==> config.mk <==
export PLATFORM = sky130hd
export DESIGN_NAME = flash_block_unprotect_sequence
export DESIGN_NICKNAME = d
export VERILOG_FILES = /design/src/unprot_pkg.sv /design/src/flash_block_unprotect_sequence.sv
export SDC_FILE = /design/constraint.sdc
export NUM_CORES = 1
export LEC_CHECK = 0
export ABC_AREA = 1
export BUFFER_PORTS_ARGS = -buffer_cell sky130_fd_sc_hd__buf_4
export CORE_MARGIN = 4
export CORE_UTILIZATION = 34
export CTS_CLUSTER_SIZE = 8
export DETAILED_ROUTE_END_ITERATION = 8
export HOLD_SLACK_MARGIN = 0.05
export MAX_ROUTING_LAYER = met4
export PLACE_DENSITY = 0.62
export SLEW_MARGIN = 40
export SYNTH_ARGS = -nofsm -noshare
export SYNTH_HDL_FRONTEND = slang
export SYNTH_SLANG_ARGS = --single-unit
==> constraint.sdc <==
create_clock -name CLK -period 2.1 [get_ports CLK]
set_clock_uncertainty 0.1 [all_clocks]
set_input_delay 0.21 -clock CLK [delete_from_list [all_inputs] [get_ports CLK]]
set_output_delay 0.21 -clock CLK [all_outputs]
set_load 0.005 [all_outputs]
==> src/unprot_pkg.sv <==
// constants shared by the block unprotect sequencer
package unprot_pkg;
  // register byte offsets
  localparam logic [7:0] OFF_CMD = 8'h00;
  localparam logic [7:0] OFF_STATUS = 8'h04;
  localparam logic [7:0] OFF_PROT_LO = 8'h08;
  localparam logic [7:0] OFF_PROT_HI = 8'h0C;
  localparam logic [7:0] OFF_IRQ_STAT = 8'h10;
  localparam logic [7:0] OFF_IRQ_MASK = 8'h14;
  // command word fields
  localparam int CMD_CODE_LSB = 0;
  localparam int BLK_LSB = 8;
  localparam int BLK_W = 6;
  // command codes
  localparam logic [7:0] CMD_SETUP = 8'h60;
  localparam logic [7:0] CMD_CONFIRM = 8'hD0;
  localparam logic [7:0] CMD_ARRAY = 8'hFF;
  localparam logic [7:0] CMD_CLEAR = 8'h50;
  // status bit positions
  localparam int ST_ENABLE_INV = 3;
  localparam int ST_PROG_ERR = 4;
  localparam int ST_ERASE_ERR = 5;
  localparam int ST_READY = 7;
  localparam int ST_ARRAY_MODE = 8;
  // interrupt bit positions
  localparam int IRQ_DONE = 0;
  localparam int IRQ_ERR = 1;
  // reset values
  localparam logic [63:0] PROT_RESET = 64'hFFFFFFFFFFFFFFFF;
  localparam logic [1:0] IRQ_MASK_RESET = 2'h0;
  // timing
  localparam int CLK_PERIOD_NS = 40;
  localparam int UNPROT_TIME_NS = 20000;
  localparam int UNPROT_CYCLES =
    (UNPROT_TIME_NS + CLK_PERIOD_NS - 1) / CLK_PERIOD_NS;
  localparam int CNT_W = 10;
  localparam logic [CNT_W-1:0] UNPROT_LAST = CNT_W'(UNPROT_CYCLES - 1);
  // sequencer states
  typedef enum logic [1:0] {S_IDLE, S_SETUP, S_BUSY} seq_state_t;
endpackage : unprot_pkg

==> src/flash_block_unprotect_sequence.sv <==
// flash block unprotect command sequencer with ahb-lite registers
// What this block does
// RULE1: unprotect starts on setup 60h then confirm D0h, same block address
// RULE2: ready bit reads 0 while busy, 1 once the unprotect completes
// RULE3: enable level invalid at confirm sets enable_invalid_bit, nothing runs
// RULE4: bad sequence sets program_error_bit and erase_error_bit together
// RULE5: enable lost during operation sets erase_error_bit alone: failure
// RULE6: host writes FFh to return to array read mode
// RULE7: error bits stay set until the clear status command
// RULE8: blocks unprotected only when no enable, sequence or failure error
//
// Local design decisions: register access over AHB-Lite and the register addresses.
`timescale 1ns/1ns
`default_nettype none
module flash_block_unprotect_sequence
  import unprot_pkg::*;
(
  input wire logic CLK,            // system clock, 25 mhz
  input wire logic RST,            // synchronous reset, active high
  input wire logic HSEL,           // slave select
  input wire logic [7:0] HADDR,    // byte address
  input wire logic [1:0] HTRANS,   // transfer type
  input wire logic HWRITE,         // write when high
  input wire logic [2:0] HSIZE,    // transfer size, word only
  input wire logic [31:0] HWDATA,  // write data
  input wire logic HREADY,         // bus ready in
  output logic [31:0] HRDATA,      // read data, registered
  output logic HREADYOUT,          // always ready
  output logic HRESP,              // always okay
  input wire logic PROG_ERASE_EN,  // program_erase_enable_input pin
  output logic IRQ                 // level interrupt
);

  // address decode helper
  function automatic logic hit(input logic [7:0] a, input logic [7:0] off);
    hit = (a[7:2] == off[7:2]);
  endfunction : hit

  // enable pin comes from outside, two flops before use
  logic pen_m_q, pen_q;
  always_ff @(posedge CLK) begin
    if (RST) begin
      pen_m_q <= 1'b0;
      pen_q <= 1'b0;
    end else begin
      pen_m_q <= PROG_ERASE_EN;
      pen_q <= pen_m_q;
    end
  end

  // ahb address phase capture
  logic wr_q, wr_d, rd_d;
  logic [7:0] addr_q, addr_d;
  always_comb begin
    wr_d = HSEL && HTRANS[1] && HREADY && HWRITE;
    rd_d = HSEL && HTRANS[1] && HREADY && !HWRITE;
    addr_d = wr_d ? HADDR : addr_q;
  end
  always_ff @(posedge CLK) begin
    if (RST) begin
      wr_q <= 1'b0;
      addr_q <= 8'h00;
    end else begin
      wr_q <= wr_d;
      addr_q <= addr_d;
    end
  end

  // write strobes of the data phase
  logic cmd_we, istat_we, imask_we;
  logic [7:0] code;
  logic [BLK_W-1:0] blk;
  assign cmd_we = wr_q && hit(addr_q, OFF_CMD);
  assign istat_we = wr_q && hit(addr_q, OFF_IRQ_STAT);
  assign imask_we = wr_q && hit(addr_q, OFF_IRQ_MASK);
  assign code = HWDATA[CMD_CODE_LSB +: 8];
  assign blk = HWDATA[BLK_LSB +: BLK_W];

  // sequencer state
  seq_state_t state_q, state_d;
  logic [BLK_W-1:0] blk_q, blk_d;
  logic [CNT_W-1:0] cnt_q, cnt_d;
  logic lost_q, lost_d;
  logic array_q, array_d;
  logic einv_q, einv_d, perr_q, perr_d, eerr_q, eerr_d;
  logic [63:0] prot_q, prot_d;
  logic ev_done, ev_err;

  // next state of sequencer and status; a set beats a clear
  always_comb begin
    logic set_einv, set_perr, set_eerr, clr;
    set_einv = 1'b0;
    set_perr = 1'b0;
    set_eerr = 1'b0;
    clr = 1'b0;
    state_d = state_q;
    blk_d = blk_q;
    cnt_d = cnt_q;
    lost_d = lost_q;
    array_d = array_q;
    prot_d = prot_q;
    ev_done = 1'b0;
    case (state_q)
      S_IDLE: begin
        if (cmd_we) begin
          case (code)
            CMD_SETUP: begin // [RULE1]
              state_d = S_SETUP;
              blk_d = blk;
              array_d = 1'b0;
            end
            CMD_CLEAR: begin // [RULE7]
              clr = 1'b1;
              array_d = 1'b0;
            end
            CMD_ARRAY: array_d = 1'b1; // [RULE6]
            default: ;
          endcase
        end
      end
      S_SETUP: begin
        if (cmd_we) begin
          state_d = S_IDLE;
          if (code == CMD_CONFIRM && blk == blk_q) begin // [RULE1]
            if (!pen_q) begin
              set_einv = 1'b1; // [RULE3]
            end else begin
              state_d = S_BUSY; // [RULE2]
              cnt_d = '0;
              lost_d = 1'b0;
            end
          end else begin
            set_perr = 1'b1; // [RULE4]
            set_eerr = 1'b1; // [RULE4]
          end
        end
      end
      S_BUSY: begin
        // commands are ignored while the operation runs
        cnt_d = cnt_q + 1'b1;
        if (!pen_q) lost_d = 1'b1;
        if (cnt_q == UNPROT_LAST) begin
          state_d = S_IDLE; // [RULE2]
          ev_done = 1'b1;
          if (lost_d) set_eerr = 1'b1; // [RULE5]
          else prot_d = '0; // [RULE8]
        end
      end
      default: state_d = S_IDLE;
    endcase
    einv_d = set_einv | (einv_q & ~clr); // [RULE7]
    perr_d = set_perr | (perr_q & ~clr);
    eerr_d = set_eerr | (eerr_q & ~clr);
    ev_err = set_einv | set_perr | set_eerr;
  end

  always_ff @(posedge CLK) begin
    if (RST) begin
      state_q <= S_IDLE;
      blk_q <= '0;
      cnt_q <= '0;
      lost_q <= 1'b0;
      array_q <= 1'b1;
      einv_q <= 1'b0;
      perr_q <= 1'b0;
      eerr_q <= 1'b0;
      prot_q <= PROT_RESET;
    end else begin
      state_q <= state_d;
      blk_q <= blk_d;
      cnt_q <= cnt_d;
      lost_q <= lost_d;
      array_q <= array_d;
      einv_q <= einv_d;
      perr_q <= perr_d;
      eerr_q <= eerr_d;
      prot_q <= prot_d;
    end
  end

  // interrupt status, write one to clear, event wins over clear
  logic [1:0] ist_q, ist_d, imsk_q, imsk_d;
  always_comb begin
    ist_d = ist_q & ~(istat_we ? HWDATA[1:0] : 2'h0);
    ist_d[IRQ_DONE] = ist_d[IRQ_DONE] | ev_done;
    ist_d[IRQ_ERR] = ist_d[IRQ_ERR] | ev_err;
    imsk_d = imask_we ? HWDATA[1:0] : imsk_q;
  end
  always_ff @(posedge CLK) begin
    if (RST) begin
      ist_q <= 2'h0;
      imsk_q <= IRQ_MASK_RESET;
    end else begin
      ist_q <= ist_d;
      imsk_q <= imsk_d;
    end
  end
  assign IRQ = |(ist_q & imsk_q);

  // read data, latched in the address phase so zero wait states hold;
  // a write in the previous data phase may not be reflected yet
  logic [31:0] rdata_q, rdata_d;
  logic [31:0] status_w;
  always_comb begin
    status_w = 32'h0;
    status_w[ST_READY] = (state_q != S_BUSY); // [RULE2]
    status_w[ST_ENABLE_INV] = einv_q;
    status_w[ST_PROG_ERR] = perr_q;
    status_w[ST_ERASE_ERR] = eerr_q;
    status_w[ST_ARRAY_MODE] = array_q;
    rdata_d = 32'h0;
    if (rd_d) begin
      if (hit(HADDR, OFF_STATUS)) rdata_d = status_w;
      else if (hit(HADDR, OFF_PROT_LO)) rdata_d = prot_q[31:0];
      else if (hit(HADDR, OFF_PROT_HI)) rdata_d = prot_q[63:32];
      else if (hit(HADDR, OFF_IRQ_STAT)) rdata_d = {30'h0, ist_q};
      else if (hit(HADDR, OFF_IRQ_MASK)) rdata_d = {30'h0, imsk_q};
      else rdata_d = 32'h0;
    end
  end
  always_ff @(posedge CLK) begin
    if (RST) rdata_q <= 32'h0;
    else rdata_q <= rdata_d;
  end
  assign HRDATA = rdata_q;
  assign HREADYOUT = 1'b1;
  assign HRESP = 1'b0;

  // checks
  localparam int BUSY_MAX = 510;
endmodule : flash_block_unprotect_sequence
`default_nettype wire

## Word level (Yosys, flattened, before mapping)

Index checks and enable logic that the tools add are counted.
W data, S select, Z words.

- Add/subtract/negate cells: 1
- Equality and inequality tests: 22
- Muxes and demuxes: 39
- Bitwise operators: 16
- Reductions and logical operators: 22

Operators by type and width:

| cell | count |
|---|---|
| $mux W32 | 2 |
| $mux W10 | 3 |
| $eq A6 B3 Y1 const B | 4 |
| $pmux W10 S2 | 1 |
| $mux W1 | 19 |
| $mux W2 | 9 |
| $eq A8 B7 Y1 const B | 2 |
| $eq A8 B8 Y1 const B | 2 |
| $eq A6 B2 Y1 const B | 2 |
| $ne A2 B2 Y1 const B | 6 |
| $add A10 B1 Y10 const B | 1 |
| $eq A10 B9 Y1 const B | 1 |
| $mux W9 | 1 |
| $reduce_and A3 Y1 | 3 |
| $logic_and A1 B1 Y1 | 8 |
| $reduce_and A4 Y1 | 2 |
| $or A1 B1 Y1 | 7 |
| $eq A6 B1 Y1 const B | 1 |
| $eq A6 B6 Y1 | 1 |
| $logic_not A6 Y1 | 1 |
| $pmux W1 S2 | 3 |
| $pmux W2 S3 | 1 |
| $reduce_or A2 Y1 | 3 |
| $and A2 B2 Y2 | 2 |
| 10 further kinds | 15 |

- Register bits after elaboration: 134
- Input bits: 51
- Output and inout port bits: 35
- Word-level logic and storage cells: 117

## Longest topological paths before layout

- Word-level depth: 8
- Gate-level depth with buffers: 12
- Depth with buffers taken out: 12

## Least setup slack after synthesis

No wires, ideal clock.

- Path type: reg2reg
- Start: reg state_q[1]
- End: reg cnt_q[3]
- Library setup time: 0.067 ns
- Arrival time: 1.422 ns
- Data required time: 1.933 ns
- Setup slack: 0.511 ns
- Stages on the path, launching flop included: 11
- Path buffers: 1
- Period minus slack after synthesis: 1.589 ns
- Path through: dfxtp_1 > inv_1 > ha_1 > nand2_1 > o21ai_0 > a21oi_2 > nand2_4 > inv_4 > buf_8 > nand2_2 > a21oi_2

- Longest elaborated chain between the ends: 3
- Elaborated cells between the ends (all ways): 8
- Classes of those cells: eq/ne: 5; mux: 1; reduce/logical: 2

Ends and longest elaborated chain:

| what | line | RTL |
|---|---|---|
| start: declaration | flash_block_unprotect_sequence.sv:80 | `seq_state_t state_q, state_d;` |
| start signal: assignment | flash_block_unprotect_sequence.sv:169 | `state_q <= state_d;` |
| $eq A2 B1 Y1 or $eq A2 B2 Y1 (tied branches) | flash_block_unprotect_sequence.sv:103 | `case (state_q)` |
| $ne A2 B2 Y1 (no line) or $reduce_bool A2 Y1 (tied branches) | - |  |
| $reduce_and A4 Y1 (no line) | - |  |
| end signal: assignment | flash_block_unprotect_sequence.sv:171 | `cnt_q <= cnt_d;` |
| end: declaration | flash_block_unprotect_sequence.sv:82 | `logic [CNT_W-1:0] cnt_q, cnt_d;` |

Several ways; a longest one is shown, not always the timed one.
A chain may end at the register's enable or synchronous reset.

## Final worst setup path

- Start: in HWDATA[10]
- End: reg cnt_q[9]

- Longest elaborated chain between the ends: 4

Ends and longest elaborated chain:

| what | line | RTL |
|---|---|---|
| start: declaration | flash_block_unprotect_sequence.sv:25 | `input wire logic [31:0] HWDATA,` |
| $eq A6 B6 Y1 | flash_block_unprotect_sequence.sv:124 | `if (code == CMD_CONFIRM && blk == blk_q) begin` |
| $logic_and A1 B1 Y1 | flash_block_unprotect_sequence.sv:124 |  |
| $ne A2 B2 Y1 (no line) | - |  |
| $reduce_and A4 Y1 (no line) | - |  |

Every way passes these cells.

==> flow_summary.toml <==
[synthesis]
mappedNetlistArea_um2 = 2460
postSynthCellCount = 360
synth-seq-cells = 45
postSynth.topFlopCell = "dfxtp_1"
synth_top_area_share_pct = 36.5
synthMostInstantiatedCell = "nand2_1"
yosys.area.top_type = "dfxtp_1"
post_synth_num_cell_types = 33
synth.yosys.warnings = 0
post_synth_most_frequent_cells = "73 x nand2_1, 54 x nor2_1, 45 x dfxtp_1"
syn-num-nets = 415
seq_area_frac_synth_pct = 36.5
number_of_enable_type_register_cells_in_the_synthesized_netlist = 0
syn_area_per_cell_um2 = 6.85
ys_top_cells_by_area = "dfxtp_1 37%, nand2_1 11%, buf_4 8.2%"
synth-async-reset-ratio_pct = 0

[power]
ir_drop_v = 0.000268
power_density_nw_per_um2 = 545
power_leakage_nw = 1.30

[route]
route.antenna.remaining_nets = 0
detailedRoute.firstPassIterationCount = 4
routed_wl_um = 5230
num_vias = 2223
detailedRoute.firstIterationViolations = 69
viasPerCell = 4.46
wire_per_inst_um = 10.5
residual_drc_count = 0

[cells_and_area]
layout_stage_area_growth_over_the_synthesis_result_pct = 19.3
post_route_cells_drive_above_1_share_pct = 22.4
nFillCells = 739
antenna_cells_inserted = 0
postLayoutCellArea_um2 = 2940
fin_util_pct = 42.6
multiInputGateArea_um2 = 1150
finalNonFillerCells = 498
finalNetCount = 456
register_area_um2 = 901

[setup_path]
path_max_fanout = 14
critPathArrivalTime_ps = 1910
worstSetupEndpointType = "flip-flop"
startpoint_type = "primary input"
criticalPathCategory = "primary input to flip-flop"
worst_ep_required_time_ps = 2200

[clock_tree]
cts.reportedPaths.clkPinSlew_ps = 90
htree_levels = 2
cts_num_sinks = 45
clock_tree_from_tritoncts = "built"
post-cts-setup-buffers = 0
cts_root_buf = "clkbuf_8"
clk_latency_ps = 300
tritoncts.num_buffers = 5
cts.path.max_buffers = 2

[sta]
final.period_utilization_pct = 86.4
max_clock_freq_mhz = 551
slew_headroom_pct = 54.4
timing_worst_slew_pin_value_ps = 683
fin_crit_ps = 1820
setup_total_negative_slack_ps = 0
final-max-slew-violation-count = 0
setup_viol = 0
setup_repair_after_global_routing_missed_its_margin = "false"
hold_viol_final = 0

[floorplanning]
chipHeight_um = 93.1
core_um2 = 6910
pin_count = 86
floorplan.die_area_um2 = 8680
initial_core_util_pct = 35.7
rows = 30
die_w_um = 93.1

[global_route]
met2_resource_use_gr_pct = 21.4
grt_util_all_layers_pct = 12.9
antenna_found_initial = 0
largest_net_degree_at_the_start_of_global_routing = 26
globalRoute.busiestLayer = "met2"
met3_track_utilization_from_global_routing_pct = 3.54
grt_pass1_vias = 2110
grt_use_met1_pct = 14.3
overflow = 0
global_route_wire_length_before_repair_um = 8900

[worst_hold_path]
hold_class = "primary input to flip-flop"

[placement]
placedCellCount = 486
portbufs = 59
dp_hpwl_um = 3970
final_weighted_congestion_in_routability_driven_placement = 0.811
post_dp_cell_area_um2 = 2820

[run]
drv_cap = 0

[status]
outcome = "finished clean"
-- registers in the layout, indices dropped and copies added (netlist names) --
register	flops
perr_q	1
state_q	2
einv_q	1
eerr_q	1
cnt_q	10
wr_q	1
imsk_q	2
pen_q	1
addr_q	6
blk_q	6
array_q	1
HRDATA	8
prot_q	1
lost_q	1
ist_q	2
pen_m_q	1
-- cell usage in the layout, fill, tap and decap left out, drive strengths merged --
| master | instances |
|---|---|
| nand4 | 4 |
| clkbuf | 6 |
| a21oi | 30 |
| nand2 | 81 |
| conb | 2 |
| or2 | 1 |
| inv | 46 |
| buf | 62 |
| o31ai | 1 |
| dlygate4sd3 | 4 |
| dfxtp | 45 |
| clkinv | 3 |
| nand3b | 1 |
| nor3 | 2 |
| a22o | 1 |
| ha | 4 |
| xnor2 | 3 |
| o21bai | 2 |
| o211ai | 2 |
| nor3b | 1 |
| o21ai | 25 |
| nor4 | 1 |
| a2111oi | 2 |
| nor2 | 57 |
| nand3 | 14 |
| xor2 | 2 |
-- final timing paths --
path | startpoint | to | slack, ps | depth (start not counted)
worst max-delay path | HWDATA[10] | cnt_q[9] | 280 | 12
worst min-delay path | HADDR[4] | addr_q[4] | 60 | 3
worst max register to register | state_q[1] | cnt_q[9] | 330 | 10
worst min register to register | pen_m_q | pen_q | 310 | 2
-- critical path: stages --
cell	delay (ps)
dlygate4sd3_1	550
buf_4	150
xnor2_1	190
nand2_1	90
nor2_2	100
nand2_2	100
nand2_4	80
nand2_4	100
inv_4	170
nand2_1	80
nand2_1	60
nor2_1	40
-- power by group --
part	internal (mW)	switching [mW]	total, mW
clock	0.231	0.295	0.526
combinational	0.0814	0.110	0.191
sequential	0.872	0.0142	0.886
total	1.18	0.419	1.60
-- per-layer routing --
layer / vias to the layer above / share of wire (%)
met1: 963 / 46
met4: 0 / 3.0
met2: 60 / 45
met5: - / 0
met3: 12 / 5.9
li1: 1188 / -
-- metrics by stage --
step / power [mW] / hold WS (ps) / worst slack (ps)
6_report: 1.60 / 62.2 / 285
5_1_grt: 1.69 / 66.4 / 143
4_1_cts: 1.63 / 57.6 / 318
3_5_place_dp: 1.09 / 300 / 349
3_3_place_gp: 1.09 / 292 / 378
2_1_floorplan: 1.02 / 217 / 511
-- cell families (layout without fill, tap and decap cells) --
group / Yosys count / after routing / share of synthesized area [%]
and+or+nand+nor: 162 / 162 / 28.1
buffers and inverters: 79 / 121 / 16.7
AOI/OAI and AO/OA: 63 / 63 / 14.5
DFF: 45 / 45 / 36.5
xor gates and xnor gates: 5 / 5 / 1.78
adders and majority gates: 4 / 4 / 2.03
other: 2 / 2 / 0.305
-- area by class of cell --
class                   instances  share of cell area (%)
well taps                      96                    4.09
inverters                      47                    6.09
flip-flops and latches         45                    30.6
clock buffers                   6                    2.47
multi-input cells             236                    39.2
clock inverters                 2                   0.340
repair buffers                 66                    17.2
-- timing repair --
| action | CTS | global route |
|---|---|---|
| hold buffers | 4 | 0 |
| gates resized for setup | 0 | 0 |
| endpoints found under the hold margin | 4 | 0 |
No activity file was read; power rests on OpenSTA's default activity.
